$ cat config.mk
export PLATFORM = sky130hd
export DESIGN_NAME = tmr_counter
export DESIGN_NICKNAME = d
export VERILOG_FILES = /design/src/verilog/tmr_pkg.sv /design/src/verilog/tmr_counter.sv /design/src/verilog/tmr_prescaler.sv
export SDC_FILE = /design/constraint.sdc
export NUM_CORES = 1
export LEC_CHECK = 0
export BUFFER_PORTS_ARGS = -buffer_cell sky130_fd_sc_hd__buf_2
export CAP_MARGIN = 20
export CELL_PAD_IN_SITES_DETAIL_PLACEMENT = 0
export CELL_PAD_IN_SITES_GLOBAL_PLACEMENT = 1
export CORE_AREA = 3 3 96 98
export DETAILED_ROUTE_END_ITERATION = 10
export DIE_AREA = 0 0 99 101
export PLACE_DENSITY = 0.78
export SETUP_SLACK_MARGIN = 0.05
export SLEW_MARGIN = 20
export SYNTH_ARGS = -nofsm -noshare
export SYNTH_HDL_FRONTEND = slang
export SYNTH_SLANG_ARGS = --single-unit
export TNS_END_PERCENT = 30
$ cat constraint.sdc
create_clock -name mclk -period 4.35 [get_ports mclk]
set_input_delay 0.435 -clock mclk [delete_from_list [all_inputs] [get_ports mclk]]
set_output_delay 0.435 -clock mclk [all_outputs]
set_load 0.005 [all_outputs]
$ cat src/verilog/tmr_pkg.sv
// Package: register map, field positions, reset values and carriers of the 8-bit timer/counter
package tmr_pkg;

   // Word byte addresses on the register bus
   localparam logic [3:0] ADDR_COUNT   = 4'h0;
   localparam logic [3:0] ADDR_OPTION  = 4'h4;
   localparam logic [3:0] ADDR_INTCTL  = 4'h8;
   localparam logic [3:0] ADDR_STATUS  = 4'hC;

   // Option configuration register fields
   localparam int OPT_PS_LSB   = 0;
   localparam int OPT_PS_W     = 3;
   localparam int OPT_PSA      = 3;
   localparam int OPT_EDGE     = 4;
   localparam int OPT_CS       = 5;
   localparam logic [7:0] OPTION_RST = 8'hFF;

   // Interrupt control register fields (flag sticky, write one to clear)
   localparam int INT_FLAG     = 2;
   localparam int INT_EN       = 5;
   localparam logic [7:0] INTCTL_RST = 8'h00;

   // Status register fields
   localparam int STS_WDT_OWNS = 0;
   localparam int STS_SLEEP    = 1;

   localparam logic [7:0] COUNT_RST    = 8'h00;
   localparam logic [1:0] WR_INHIBIT   = 2'h2;
   localparam logic [7:0] PRE_RST      = 8'h00;

   typedef struct packed {
      logic       clk_src;
      logic       edge_fall;
      logic       psa_wdt;
      logic [2:0] ps_rate;
   } cfg_s;

endpackage

$ cat src/verilog/tmr_counter.sv
// 8-bit timer/counter with shared prescaler, overflow interrupt and Wishbone registers
//
// Decided for this implementation: the placing of the registers and the Wishbone slave port.
`timescale 1ns/1ps
module tmr_counter
   import tmr_pkg::*;
#(
   parameter int PRE_WIDTH = 8
) (
   input  wire logic             mclk,
   input  wire logic             rst_b,
   input  wire logic             ce,
   input  wire logic             instr_cycle,
   input  wire logic             external_count_pin,
   input  wire logic             sleep,
   input  wire logic             wdt_tick,
   input  wire logic             wb_cyc_i,
   input  wire logic             wb_stb_i,
   input  wire logic             wb_we_i,
   input  wire logic [3:0]       wb_adr_i,
   input  wire logic [3:0]       wb_sel_i,
   input  wire logic [31:0]      wb_dat_i,
   output logic      [31:0]      wb_dat_o,
   output logic                  wb_ack_o,
   output logic                  irq,
   output logic                  wdt_tick_out
);
   ////////////////////////////////////////////////////////////////////////////
   // State
   logic [7:0]  count_register_q;
   logic [7:0]  count_register_d;
   logic [7:0]  option_q;
   logic [7:0]  option_d;
   logic        overflow_flag_q;
   logic        overflow_flag_d;
   logic        overflow_irq_enable_q;
   logic        overflow_irq_enable_d;
   logic [1:0]  inhibit_q;
   logic [1:0]  inhibit_d;
   logic        pin_q;
   logic        psa_q;
   logic        ack_q;
   logic        ack_d;
   logic [31:0] rdata_q;
   logic [31:0] rdata_d;
   logic        irq_q;
   logic        irq_d;
   logic        wdt_out_q;

   cfg_s        cfg;
   logic        wr_stb;
   logic        rd_stb;
   logic        ext_edge;
   logic        src_tick;
   logic        pre_in;
   logic        pre_out;
   logic        pre_clr;
   logic        tmr_tick;
   logic        overflow;

   assign cfg.clk_src   = option_q[OPT_CS];
   assign cfg.edge_fall = option_q[OPT_EDGE];
   assign cfg.psa_wdt   = option_q[OPT_PSA];
   assign cfg.ps_rate   = option_q[OPT_PS_LSB +: OPT_PS_W];

   assign wr_stb = wb_cyc_i & wb_stb_i & wb_we_i & ~ack_q & wb_sel_i[0];
   assign rd_stb = wb_cyc_i & wb_stb_i & ~ack_q;

   ////////////////////////////////////////////////////////////////////////////
   // Count source
   always_comb begin
      ext_edge = cfg.edge_fall ? (pin_q & ~external_count_pin) : (~pin_q & external_count_pin);
      src_tick = ~sleep & (cfg.clk_src ? ext_edge : instr_cycle);
      // prescaler input from one user only
      pre_in   = cfg.psa_wdt ? wdt_tick : src_tick;
      pre_clr  = (psa_q != cfg.psa_wdt);
   end

   // no bus path to prescaler count
   tmr_prescaler #(
      .WIDTH (PRE_WIDTH)
   ) u_pre (
      .mclk     (mclk),
      .rst_b    (rst_b),
      .ce       (ce),
      .clr      (pre_clr),
      .tick_in  (pre_in),
      .rate     (cfg.ps_rate),
      .tick_out (pre_out)
   );

   always_comb begin
      tmr_tick = cfg.psa_wdt ? src_tick : pre_out;
   end

   ////////////////////////////////////////////////////////////////////////////
   // Counter and flags
   always_comb begin
      count_register_d      = count_register_q;
      inhibit_d             = inhibit_q;
      overflow              = 1'b0;
      option_d              = option_q;
      overflow_irq_enable_d = overflow_irq_enable_q;
      overflow_flag_d       = overflow_flag_q;
      if (wr_stb && wb_adr_i == ADDR_COUNT) begin
         count_register_d = wb_dat_i[7:0];
         inhibit_d        = WR_INHIBIT;
      end else begin
         if (inhibit_q != 2'h0 && instr_cycle && !sleep) begin
            inhibit_d = inhibit_q - 2'h1;
         end
         if (tmr_tick && inhibit_q == 2'h0) begin
            count_register_d = count_register_q + 8'h01;
            overflow         = (count_register_q == 8'hFF);
         end
      end
      if (wr_stb && wb_adr_i == ADDR_OPTION) begin
         option_d = wb_dat_i[7:0];
      end
      if (wr_stb && wb_adr_i == ADDR_INTCTL) begin
         overflow_irq_enable_d = wb_dat_i[INT_EN];
         if (wb_dat_i[INT_FLAG]) begin
            overflow_flag_d = 1'b0;
         end
      end
      if (overflow) begin
         overflow_flag_d = 1'b1;
      end
      irq_d = overflow_flag_d & overflow_irq_enable_d;
   end

   ////////////////////////////////////////////////////////////////////////////
   // Bus answer
   always_comb begin
      ack_d   = rd_stb;
      rdata_d = 32'h0000_0000;
      if (rd_stb && !wb_we_i) begin
         if (wb_adr_i == ADDR_COUNT) begin
            rdata_d[7:0] = count_register_q;
         end else if (wb_adr_i == ADDR_OPTION) begin
            rdata_d[7:0] = option_q;
         end else if (wb_adr_i == ADDR_INTCTL) begin
            rdata_d[INT_FLAG] = overflow_flag_q;
            rdata_d[INT_EN]   = overflow_irq_enable_q;
         end else if (wb_adr_i == ADDR_STATUS) begin
            rdata_d[STS_WDT_OWNS] = cfg.psa_wdt;
            rdata_d[STS_SLEEP]    = sleep;
         end else begin
            rdata_d = 32'h0000_0000;
         end
      end
   end

   always_ff @(posedge mclk or negedge rst_b) begin
      if (!rst_b) begin
         count_register_q      <= COUNT_RST;
         option_q              <= OPTION_RST;
         overflow_flag_q       <= 1'b0;
         overflow_irq_enable_q <= 1'b0;
         inhibit_q             <= 2'h0;
         pin_q                 <= 1'b0;
         psa_q                 <= 1'b1;
         ack_q                 <= 1'b0;
         rdata_q               <= 32'h0000_0000;
         irq_q                 <= 1'b0;
         wdt_out_q             <= 1'b0;
      end else if (ce) begin
         count_register_q      <= count_register_d;
         option_q              <= option_d;
         overflow_flag_q       <= overflow_flag_d;
         overflow_irq_enable_q <= overflow_irq_enable_d;
         inhibit_q             <= inhibit_d;
         pin_q                 <= external_count_pin;
         psa_q                 <= cfg.psa_wdt;
         ack_q                 <= ack_d;
         rdata_q               <= rdata_d;
         irq_q                 <= irq_d;
         // watchdog sees prescaled ticks only when it owns the prescaler
         wdt_out_q             <= cfg.psa_wdt ? pre_out : wdt_tick;
      end
   end

   assign wb_ack_o     = ack_q;
   assign wb_dat_o     = rdata_q;
   assign irq          = irq_q;
   assign wdt_tick_out = wdt_out_q;
endmodule // tmr_counter

$ cat src/verilog/tmr_prescaler.sv
// Shared 8-bit prescaler, not visible to software
`timescale 1ns/1ps
module tmr_prescaler
   import tmr_pkg::*;
#(
   parameter int WIDTH = 8
) (
   input  wire logic             mclk,
   input  wire logic             rst_b,
   input  wire logic             ce,
   input  wire logic             clr,
   input  wire logic             tick_in,
   input  wire logic [2:0]       rate,
   output logic                  tick_out
);
   logic [WIDTH-1:0] cnt_q;
   logic [WIDTH-1:0] cnt_d;
   logic [WIDTH-1:0] cnt_inc;

   always_comb begin
      cnt_inc  = cnt_q + {{(WIDTH-1){1'b0}}, 1'b1};
      cnt_d    = cnt_q;
      tick_out = 1'b0;
      if (clr) begin
         cnt_d = '0;
      end else if (tick_in) begin
         cnt_d    = cnt_inc;
         // Ratio 2^(rate+1): carry out of the selected bit
         tick_out = cnt_q[rate] & ~cnt_inc[rate];
      end
   end

   always_ff @(posedge mclk or negedge rst_b) begin
      if (!rst_b) begin
         cnt_q <= '0;
      end else if (ce) begin
         cnt_q <= cnt_d;
      end
   end
endmodule // tmr_prescaler
==> impl_metrics.json, run 1 <==
{
  "run_status": "complete, no violations",
  "detail-route-antenna-nets": 0,
  "cap_violations": 0,
  "hold_violations": 0,
  "p_seq_share_pct": 50.2,
  "yosys.area.top_type": "dfrtp_1",
  "grt-ovfl-total": 0,
  "antenna_found_initial": 0,
  "synthArstFlopShare_pct": 100,
  "antennaDiodeCount": 0,
  "gp_congestion": 0.858,
  "reg2reg_slack_ns": 2.08,
  "layout-drive-gt1-share_pct": 23.6,
  "hold_slack_ns": 0.273,
  "dp.cells": 396,
  "path_cells": "ha_1 -> nand4_1 -> a21oi_1 -> a31oi_1 -> a21oi_4 -> o2111ai_2 -> or3_1 -> nand3_1",
  "leakagePower_nw": 1.20,
  "critPathRequiredTime_ns": 4.58,
  "ys_warn_count": 0,
  "std_cell_rows": 34,
  "detail_route.vias_per_cell": 5.05,
  "grtUsageMet3_pct": 3.11,
  "drtIter0Drc": 87,
  "crit_type": "reg -> reg",
  "regArea_sq_um": 1040,
  "synth-seq-cells": 41,
  "port-buffer-count": 33,
  "yosysUniqueCellTypes": 53,
  "r2r_cells": 8,
  "power_frac_clock_pct": 29.5,
  "layout_common_cells": "buf_2 (33), dfrtp_1 (32), nand2_1 (26), conb_1 (24), o21ai_0 (16)",
  "core_sq_um": 8550,
  "use_met1_pct": 17.8,
  "timing.rr.end": "count_register_q[5]",
  "clk_pin_slew_worst_paths_ns": 0.08,
  "critical-path-max-stage-delay_ns": 0.44,
  "initial_core_util_pct": 29.6,
  "cts_tree": "done",
  "fin_setup_tns_ns": 0,
  "numClockSinks": 41,
  "critPathBufInv": 0,
  "detail_route.wl_per_cell_um": 14.5,
  "grt_pass1_wl_um": 9780,
  "cts_root_buf": "clkbuf_8",
  "cp-end-kind": "register",
  "arrival_ns": 2.50,
  "multiInputGateArea_sq_um": 1310,
  "finalCritPeriodShare_pct": 52.2,
  "drv_slew": 0,
  "cts_hold_buf": 0,
  "cp-start-kind": "register",
  "cts.repair.resized": 0,
  "die_area_sq_um": 10000,
  "intPower_uw": 646,
  "period_needed_ns": 2.27,
  "switchingPower_uw": 290,
  "io_pins": 85,
  "hold_path.class": "in -> async",
  "dieHeight_um": 101,
  "clock.fmax_ghz": 0.440,
  "num_vias": 2041,
  "htreeDepth": 2,
  "clock_path_buffers": 2,
  "synth.area.top_cells": "dfrtp_1 (32%), dfstp_2 (9.3%), buf_4 (7.4%), nand2_1 (3.8%), o2bb2ai_1 (3.8%)",
  "met2_usage_pct": 18.1,
  "numCtsBuffers": 5,
  "clock_latency_ns": 0.29,
  "yosys_most_used_dff": "dfrtp_1",
  "relSlewSlack_pct": 38.4,
  "syn_to_final_growth_pct": 10.7,
  "combPwrFrac_pct": 20.3,
  "nets": 348,
  "critPathMaxFanout": 7,
  "p_per_area_nw_per_um2": 334,
  "layout_commonest_cell": "buf_2",
  "setup_violations": 0,
  "swShare_pct": 31.0,
  "synth.top_cell.area_share_pct": 31.6,
  "yosysSeqAreaShare_pct": 40.9,
  "syn_avg_cell_area_sq_um": 9.57,
  "crit_slowest_cell": "dfrtp_1",
  "tightestPinTransition_ns": 0.924,
  "synth_edf_count": 0,
  "grt_pass1_vias": 1951,
  "ir_worst_vdd_mv": 0.118,
  "skew_ns": 0.00723,
  "post_cts_buffers": 0,
  "track_usage_pct": 12.2,
  "rsz0062_at_grt": "no",
  "fillerInstances": 885,
  "dieWidth_um": 99,
  "first_pass_iters": 4,
  "grt_max_degree": 42,
  "fin_cells": 404,
  "syn_inst": 265,
  "drt_wl_total_um": 5850,
  "r2r-start": "u_pre.cnt_q[0]",
  "remaining_drc_errors": 0,
  "synth.cell_area_sq_um": 2530,
  "busiest_layer": "met2",
  "cpLargestDelayFamily": "compound AO/OA/AOI/OAI gates",
  "dp_hpwl_um": 4310
}
## per-layer routing
layer / vias to the layer above / share of wire (%)
met5: - / 0
met4: 0 / 1.0
met3: 6 / 5.4
met2: 55 / 42
met1: 994 / 52
li1: 986 / -
## metrics by stage
| stage | util (%) | area (sq um) | power, mW | setup WS, ns |
|---|---|---|---|---|
| final | 32.8 | 2810 | 0.936 | 2.08 |
| after floorplan | - | 2620 | 0.620 | 2.28 |
| after global placement | 31.6 | 2710 | 0.661 | 1.84 |
| after CTS | 32.8 | 2810 | 0.946 | 2.09 |
| after global routing | 32.8 | 2810 | 1.00 | 1.90 |
| after detailed placement | 31.6 | 2710 | 0.667 | 1.81 |
## sequential cells by signal, indices dropped and copies added, names as in the netlist
signal	count
inhibit_q	2
wb_ack_o	1
count_register_q	8
overflow_irq_enable_q	1
overflow_flag_q	1
option_q	8
u_pre.cnt_q	8
pin_q	1
wdt_tick_out	1
wb_dat_o	8
psa_q	1
irq	1
## worst max path at each step
stage,start,end,slack (ns),cells after the start
after CTS,option_q[2],count_register_q[6],2.09,7
after detailed placement,ce,option_q[3],1.81,6
after floorplan,option_q[2],count_register_q[7],2.28,7
after global routing,u_pre.cnt_q[0],count_register_q[7],1.90,8
final,u_pre.cnt_q[0],count_register_q[5],2.08,8
after global placement,ce,option_q[4],1.84,6
## cells in the mapped netlist, types with 2 or more instances
cell type,instances
a2bb2oi_1,3
a22o_1,3
mux2_2,8
clkbuf_1,7
mux2i_1,6
inv_1,14
nor2_1,10
ha_1,3
or2_2,2
o211ai_1,5
a21oi_1,6
dfrtp_1,32
nand3b_1,4
nand3_1,14
a31oi_1,7
nor2b_1,2
nand2_1,26
mux2_1,2
or3b_1,2
or3_1,3
o21a_1,3
or4_1,2
buf_4,25
o2bb2ai_1,11
nor3b_1,2
o22ai_1,3
and3_1,4
buf_2,2
o31ai_1,2
nand4_1,5
dfstp_2,9
o22a_1,2
o21ai_0,16
## area by class of cell
class,instances,area share (%)
Sequential cell,41,37.0
Clock buffer,7,3.43
Multi-Input combinational cell,199,46.6
Inverter,14,1.87
Clock inverter,1,0.178
Timing Repair Buffer,34,6.15
Tap cell,108,4.81
## power by group through the flow
stage / Sequential [mW] / Clock [mW] / Combinational, mW
3_3_place_gp: 0.474 / 0 / 0.187
4_1_cts: 0.469 / 0.285 / 0.192
5_1_grt: 0.476 / 0.308 / 0.217
3_5_place_dp: 0.476 / 0 / 0.191
6_report: 0.470 / 0.276 / 0.190
2_1_floorplan: 0.464 / 0 / 0.156
## logic make-up after synthesis
kind of cell | count (synthesis) | share of synthesized area (%)
DFF | 41 | 40.9
AOI/OAI and AO/OA | 73 | 21.9
muxes | 16 | 6.81
other | 1 | 0.148
adders and majority gates | 3 | 1.48
xor gates and xnor gates | 1 | 0.346
buffers and inverters | 48 | 10.9
and+or+nand+nor | 82 | 17.5
No activity file was read; power rests on OpenSTA's default activity.
==> run 2, diff against run 1 <==
==> constraint.sdc (replaced) <==
create_clock -name mclk -period 2.3 [get_ports mclk]
set_input_delay 0.23 -clock mclk [delete_from_list [all_inputs] [get_ports mclk]]
set_output_delay 0.23 -clock mclk [all_outputs]
set_load 0.005 [all_outputs]
==> impl_metrics.json, run 2 (synthesis gave the netlist of run 1 again) <==
{
  "syn_to_final_growth_pct": 18.4,
  "clock_path_buffers": 2,
  "run_status": "complete, no violations",
  "crit_type": "reg -> reg",
  "gp_congestion": 0.813,
  "grt_max_degree": 42,
  "hold_violations": 0,
  "grt_pass1_wl_um": 9980,
  "skew_ns": 0.00875,
  "period_needed_ns": 2.11,
  "fin_area_sq_um": 3000,
  "core_sq_um": 8550,
  "nets": 363,
  "numClockSinks": 41,
  "remaining_drc_errors": 0,
  "numCtsBuffers": 5,
  "antenna_found_initial": 0,
  "dieHeight_um": 101,
  "num_vias": 2112,
  "clk_pin_slew_worst_paths_ns": 0.08,
  "setup_violations": 0,
  "r2r-start": "u_pre.cnt_q[0]",
  "first_pass_iters": 4,
  "detail_route.wl_per_cell_um": 14.8,
  "clock_latency_ns": 0.29,
  "ir_worst_vdd_mv": 0.224,
  "fillerInstances": 872,
  "detail-route-antenna-nets": 0,
  "critPathLaunch": "u_pre.cnt_q[0]",
  "relSlewSlack_pct": 37.5,
  "htreeDepth": 2,
  "dieWidth_um": 99,
  "grt_pass1_vias": 1970,
  "grt-ovfl-total": 0,
  "post-place-ws_ns": 0.144,
  "die_area_sq_um": 10000,
  "io_pins": 85,
  "drv_slew": 0,
  "arrival_ns": 2.34,
  "p_per_area_nw_per_um2": 671,
  "layout_commonest_cell": "buf_2",
  "critPathRequiredTime_ns": 2.53,
  "cts_hold_buf": 0,
  "cts_root_buf": "clkbuf_8",
  "finalCritPeriodShare_pct": 91.7,
  "antennaDiodeCount": 0,
  "layout-drive-gt1-share_pct": 29.3,
  "hold_path.class": "in -> async",
  "cp-end-kind": "register",
  "initial_core_util_pct": 29.6,
  "leakagePower_nw": 1.29,
  "fin_setup_tns_ns": 0,
  "cap_violations": 0,
  "regArea_sq_um": 1040,
  "clock.fmax_ghz": 0.474,
  "track_usage_pct": 12.4,
  "hold_slack_ns": 0.0603,
  "tightestPinTransition_ns": 0.938,
  "utilization_pct": 35.1,
  "cp-start-kind": "register",
  "std_cell_rows": 34,
  "critPathMaxFanout": 7,
  "rsz0062_at_grt": "no",
  "dp_hpwl_um": 4550,
  "drt_wl_total_um": 6180,
  "detail_route.vias_per_cell": 5.04,
  "drtIter0Drc": 96,
  "cts_tree": "done",
  "layout_common_cells": "buf_2 (33), dfrtp_1 (32), nand2_1 (26), conb_1 (24), buf_4 (16)",
  "place_area_sq_um": 2800,
  "port-buffer-count": 33,
  "multiInputGateArea_sq_um": 1360,
  "setup_ws_ns": 0.192
}
-- run 2: cell types whose count changed in the layout (fill, tap and decap cells not counted), sizes merged --
| cell | change |
|---|---|
| bufinv | +2 |
| buf | +15 |
| clkbuf | -2 |
-- run 2: final cells by class --
class | instances | share of cell area, %
tap | 108 | 4.50
timing repair buffer | 49 | 9.51
clock inverter | 3 | 2.17
clock buffer | 5 | 2.29
multi-input combinational | 199 | 45.2
sequential | 41 | 34.6
inverter | 14 | 1.75
-- run 2: final timing paths --
kind | end | depth (start not counted) | slack [ns]
setup / recovery | count_register_q[5] | 8 | 0.19
hold / removal | wb_ack_o | 1 | 0.06
setup reg to reg | count_register_q[5] | 8 | 0.19
hold reg to reg | wb_dat_o[2] | 1 | 0.48
max in group asynchronous | wb_dat_o[4] | 1 | 1.63
min in group mclk | option_q[7] | 2 | 0.17
-- run 2: power breakdown --
part | internal, mW | leakage, nW | switching [mW]
logic | 0.206 | 0.726 | 0.248
registers | 0.802 | 0.498 | 0.0755
clock network | 0.431 | 0.0681 | 0.251
-- run 2: critical path: stages, from the launching register on --
cell and delay (ns):
dfrtp_1 0.37, buf_4 0.14, nand3_2 0.12, a2111oi_4 0.42, a31oi_4 0.08, a21oi_4 0.20, o2111ai_2 0.22, or3_1 0.41
nand3_1 0.08
-- run 2: stage by stage --
step	instances	total power [mW]
2_1_floorplan	288	1.17
4_1_cts	417	1.98
3_3_place_gp	409	1.28
6_report	419	2.01
3_5_place_dp	409	1.29
5_1_grt	419	2.13
-- run 2: metal layers --
| metal | vias up | global-route usage (%) | share of wire (%) | wire length [um] |
|---|---|---|---|---|
| met3 | 2 | 3.18 | 5.7 | 354 |
| li1 | 1019 | - | - | - |
| met5 | - | 0 | 0 | 0 |
| met4 | 0 | 2.84 | 0.50 | 31 |
| met1 | 1030 | 18.3 | 52 | 3200 |
| met2 | 61 | 18.1 | 42 | 2600 |
-- run 2: timing repair --
item,CTS,global route
setup buffers,0,2
resized for setup,0,9
endpoints found under the setup margin,0,5
==> run 3, diff against run 2 <==
--- a/config.mk
+++ b/config.mk
@@ -5,6 +5,7 @@
 export SDC_FILE = /design/constraint.sdc
 export NUM_CORES = 1
 export LEC_CHECK = 0
+export ABC_AREA = 1
 export BUFFER_PORTS_ARGS = -buffer_cell sky130_fd_sc_hd__buf_2
 export CAP_MARGIN = 20
 export CELL_PAD_IN_SITES_DETAIL_PLACEMENT = 0
@@ -12,7 +13,7 @@
 export CORE_AREA = 3 3 96 98
 export DETAILED_ROUTE_END_ITERATION = 10
 export DIE_AREA = 0 0 99 101
-export PLACE_DENSITY = 0.78
+export PLACE_DENSITY = 0.79
 export SETUP_SLACK_MARGIN = 0.05
 export SLEW_MARGIN = 20
 export SYNTH_ARGS = -nofsm -noshare
==> impl_metrics.json, run 3 <==
{
  "run_status": "complete, no violations",
  "setup_ws_ns": 0.365,
  "cp-start-kind": "register",
  "finalCritPeriodShare_pct": 84.1,
  "syn_avg_cell_area_sq_um": 8.10,
  "grt_pass1_vias": 1907,
  "hold_slack_ns": 0.0777,
  "tightestPinTransition_ns": 0.964,
  "synth.cell_area_sq_um": 2530,
  "yosys.area.top_type": "dfrtp_1",
  "period_needed_ns": 1.94,
  "highest_layer": "met4",
  "detail_route.wl_per_cell_um": 13.0,
  "initial_core_util_pct": 29.5,
  "leakagePower_nw": 1.34,
  "std_cell_rows": 34,
  "clock_latency_ns": 0.30,
  "rsz0062_at_grt": "no",
  "setup_violations": 0,
  "yosys_most_used_dff": "dfrtp_1",
  "fin_cells": 457,
  "yosysMostFrequentCell": "nand2_1",
  "syn_inst": 312,
  "cts_root_buf": "clkbuf_8",
  "num_vias": 2083,
  "io_pins": 85,
  "layout-drive-gt1-share_pct": 21.5,
  "ys_top_cells_by_count": "nand2_1 (71), dfrtp_1 (32), inv_1 (27), nand3_1 (27), buf_4 (25)",
  "drv_slew": 0,
  "cts.repair.resized": 0,
  "cp_common_cell": "nand2_1",
  "path_cells": "ha_1 -> inv_1 -> nand2_1 -> a21oi_2 -> nand2_1 -> nand2_1 -> nand2_1 -> nor2_1 -> nand2_1 -> nand2_2 -> nand2_2 -> nand2_4 -> nand2_4 -> nand2_1 -> nand2_1",
  "synth.top_cell.area_share_pct": 31.7,
  "first_pass_iters": 4,
  "track_usage_pct": 12.5,
  "skew_ns": 0.00932,
  "post-place-ws_ns": 0.373,
  "yosysUniqueCellTypes": 43,
  "drtIter0Drc": 95,
  "critPathRequiredTime_ns": 2.49,
  "layout_common_cells": "nand2_1 (71), buf_2 (33), dfrtp_1 (32), inv_1 (27), nand3_1 (27)",
  "nets": 401,
  "synth.area.top_cells": "dfrtp_1 (32%), nand2_1 (11%), dfstp_2 (9.4%), buf_4 (7.4%), nand3_1 (5.3%)",
  "gp_congestion": 0.812,
  "remaining_drc_errors": 0,
  "clock.fmax_ghz": 0.517,
  "total_power_mw": 1.93,
  "post_cts_buffers": 0,
  "port-buffer-count": 33,
  "layout_commonest_cell": "nand2_1",
  "arrival_ns": 2.12,
  "crit_type": "reg -> reg",
  "ir_worst_vdd_mv": 0.229,
  "hold_violations": 0,
  "cts_hold_buf": 0,
  "drt-met1-wl_um": 2870,
  "htreeDepth": 2,
  "syn_to_final_growth_pct": 10.6,
  "fin_area_sq_um": 2790,
  "clock_path_buffers": 2,
  "dp_hpwl_um": 4490,
  "synth_edf_count": 0,
  "grt_max_degree": 42,
  "numCtsBuffers": 5,
  "drt_wl_total_um": 5950,
  "detail_route.vias_per_cell": 4.56,
  "r2r_cells": 15,
  "cp-end-kind": "register",
  "clk_pin_slew_worst_paths_ns": 0.08,
  "p_per_area_nw_per_um2": 691,
  "critPathLaunch": "u_pre.cnt_q[0]",
  "crit_slowest_cell": "dfrtp_1",
  "dieWidth_um": 99,
  "numClockSinks": 41,
  "synth-seq-cells": 41,
  "grt-ovfl-total": 0,
  "hold_path.class": "in -> async",
  "utilization_pct": 32.7,
  "ys_warn_count": 0,
  "wl_met3_um": 199,
  "antenna_found_initial": 0,
  "fin_setup_tns_ns": 0,
  "antennaDiodeCount": 0,
  "critPathMaxFanout": 9,
  "cts_tree": "done",
  "yosysSeqAreaShare_pct": 41.1,
  "detail-route-antenna-nets": 0,
  "core_sq_um": 8550,
  "fillerInstances": 929,
  "r2r-start": "u_pre.cnt_q[0]",
  "cap_violations": 0,
  "dieHeight_um": 101,
  "die_area_sq_um": 10000,
  "grt_pass1_wl_um": 9790,
  "synthArstFlopShare_pct": 100,
  "place_area_sq_um": 2700,
  "dp.cells": 449,
  "wl_met2_um": 2740,
  "relSlewSlack_pct": 35.7,
  "critical-path-max-stage-delay_ns": 0.43
}
==> run 3: changes by cell type after synthesis, moves of 7 or more <==
| cell | delta |
|---|---|
| mux2_2 | -7 |
| nand3_1 | +13 |
| inv_1 | +13 |
| o2bb2ai_1 | -11 |
| o21ai_1 | +7 |
| nand2_1 | +45 |
==> run 3: final timing paths <==
kind | endpoint | slack (ns)
worst max-delay path | count_register_q[2] | 0.36
worst min-delay path | u_pre.cnt_q[3] | 0.08
worst max register to register | count_register_q[2] | 0.36
worst min register to register | irq | 0.47
max in group asynchronous | count_register_q[2] | 1.61
min in group mclk | wb_dat_o[1] | 0.14
==> run 3: kinds of logic after synthesis <==
family                   synth area share [%]
XOR/XNOR                                 3.07
flip-flops                               41.1
adder cells (fa/ha/maj)                  1.49
buffers and inverters                    14.0
AO/OA/AOI/OAI                            15.5
other                                   0.148
multiplexers                            0.446
AND/OR/NAND/NOR                          24.3
==> run 3: cell type report <==
cell class                      instances  area [sq um]  share of cell area [%]
Multi-Input combinational cell        231          1220                    43.7
Sequential cell                        41          1040                    37.1
Timing Repair Buffer                   35           180                    6.45
Tap cell                              108           135                    4.84
Inverter                               34           130                    4.66
Clock buffer                            8          90.1                    3.22
==> run 3: routing by layer <==
metal,up-vias,global-route usage (%)
met5,-,0
met4,0,5.88
met3,10,2.01
met2,41,20.0
met1,973,16.7
li1,1059,-
==> run 3: critical path: cells and delay by family (launching register included) <==
| kind | cells | cell delay (ns) |
|---|---|---|
| buf+inv | 1 | 0.07 |
| flops | 1 | 0.43 |
| simple gates | 12 | 0.91 |
| fa+ha+maj | 1 | 0.30 |
| compound gates | 1 | 0.11 |
==> run 3: power by group <==
part / total, mW / internal [mW] / switching [mW]
Sequential: 0.955 / 0.836 / 0.119
Combinational: 0.473 / 0.190 / 0.282
Clock: 0.504 / 0.245 / 0.258
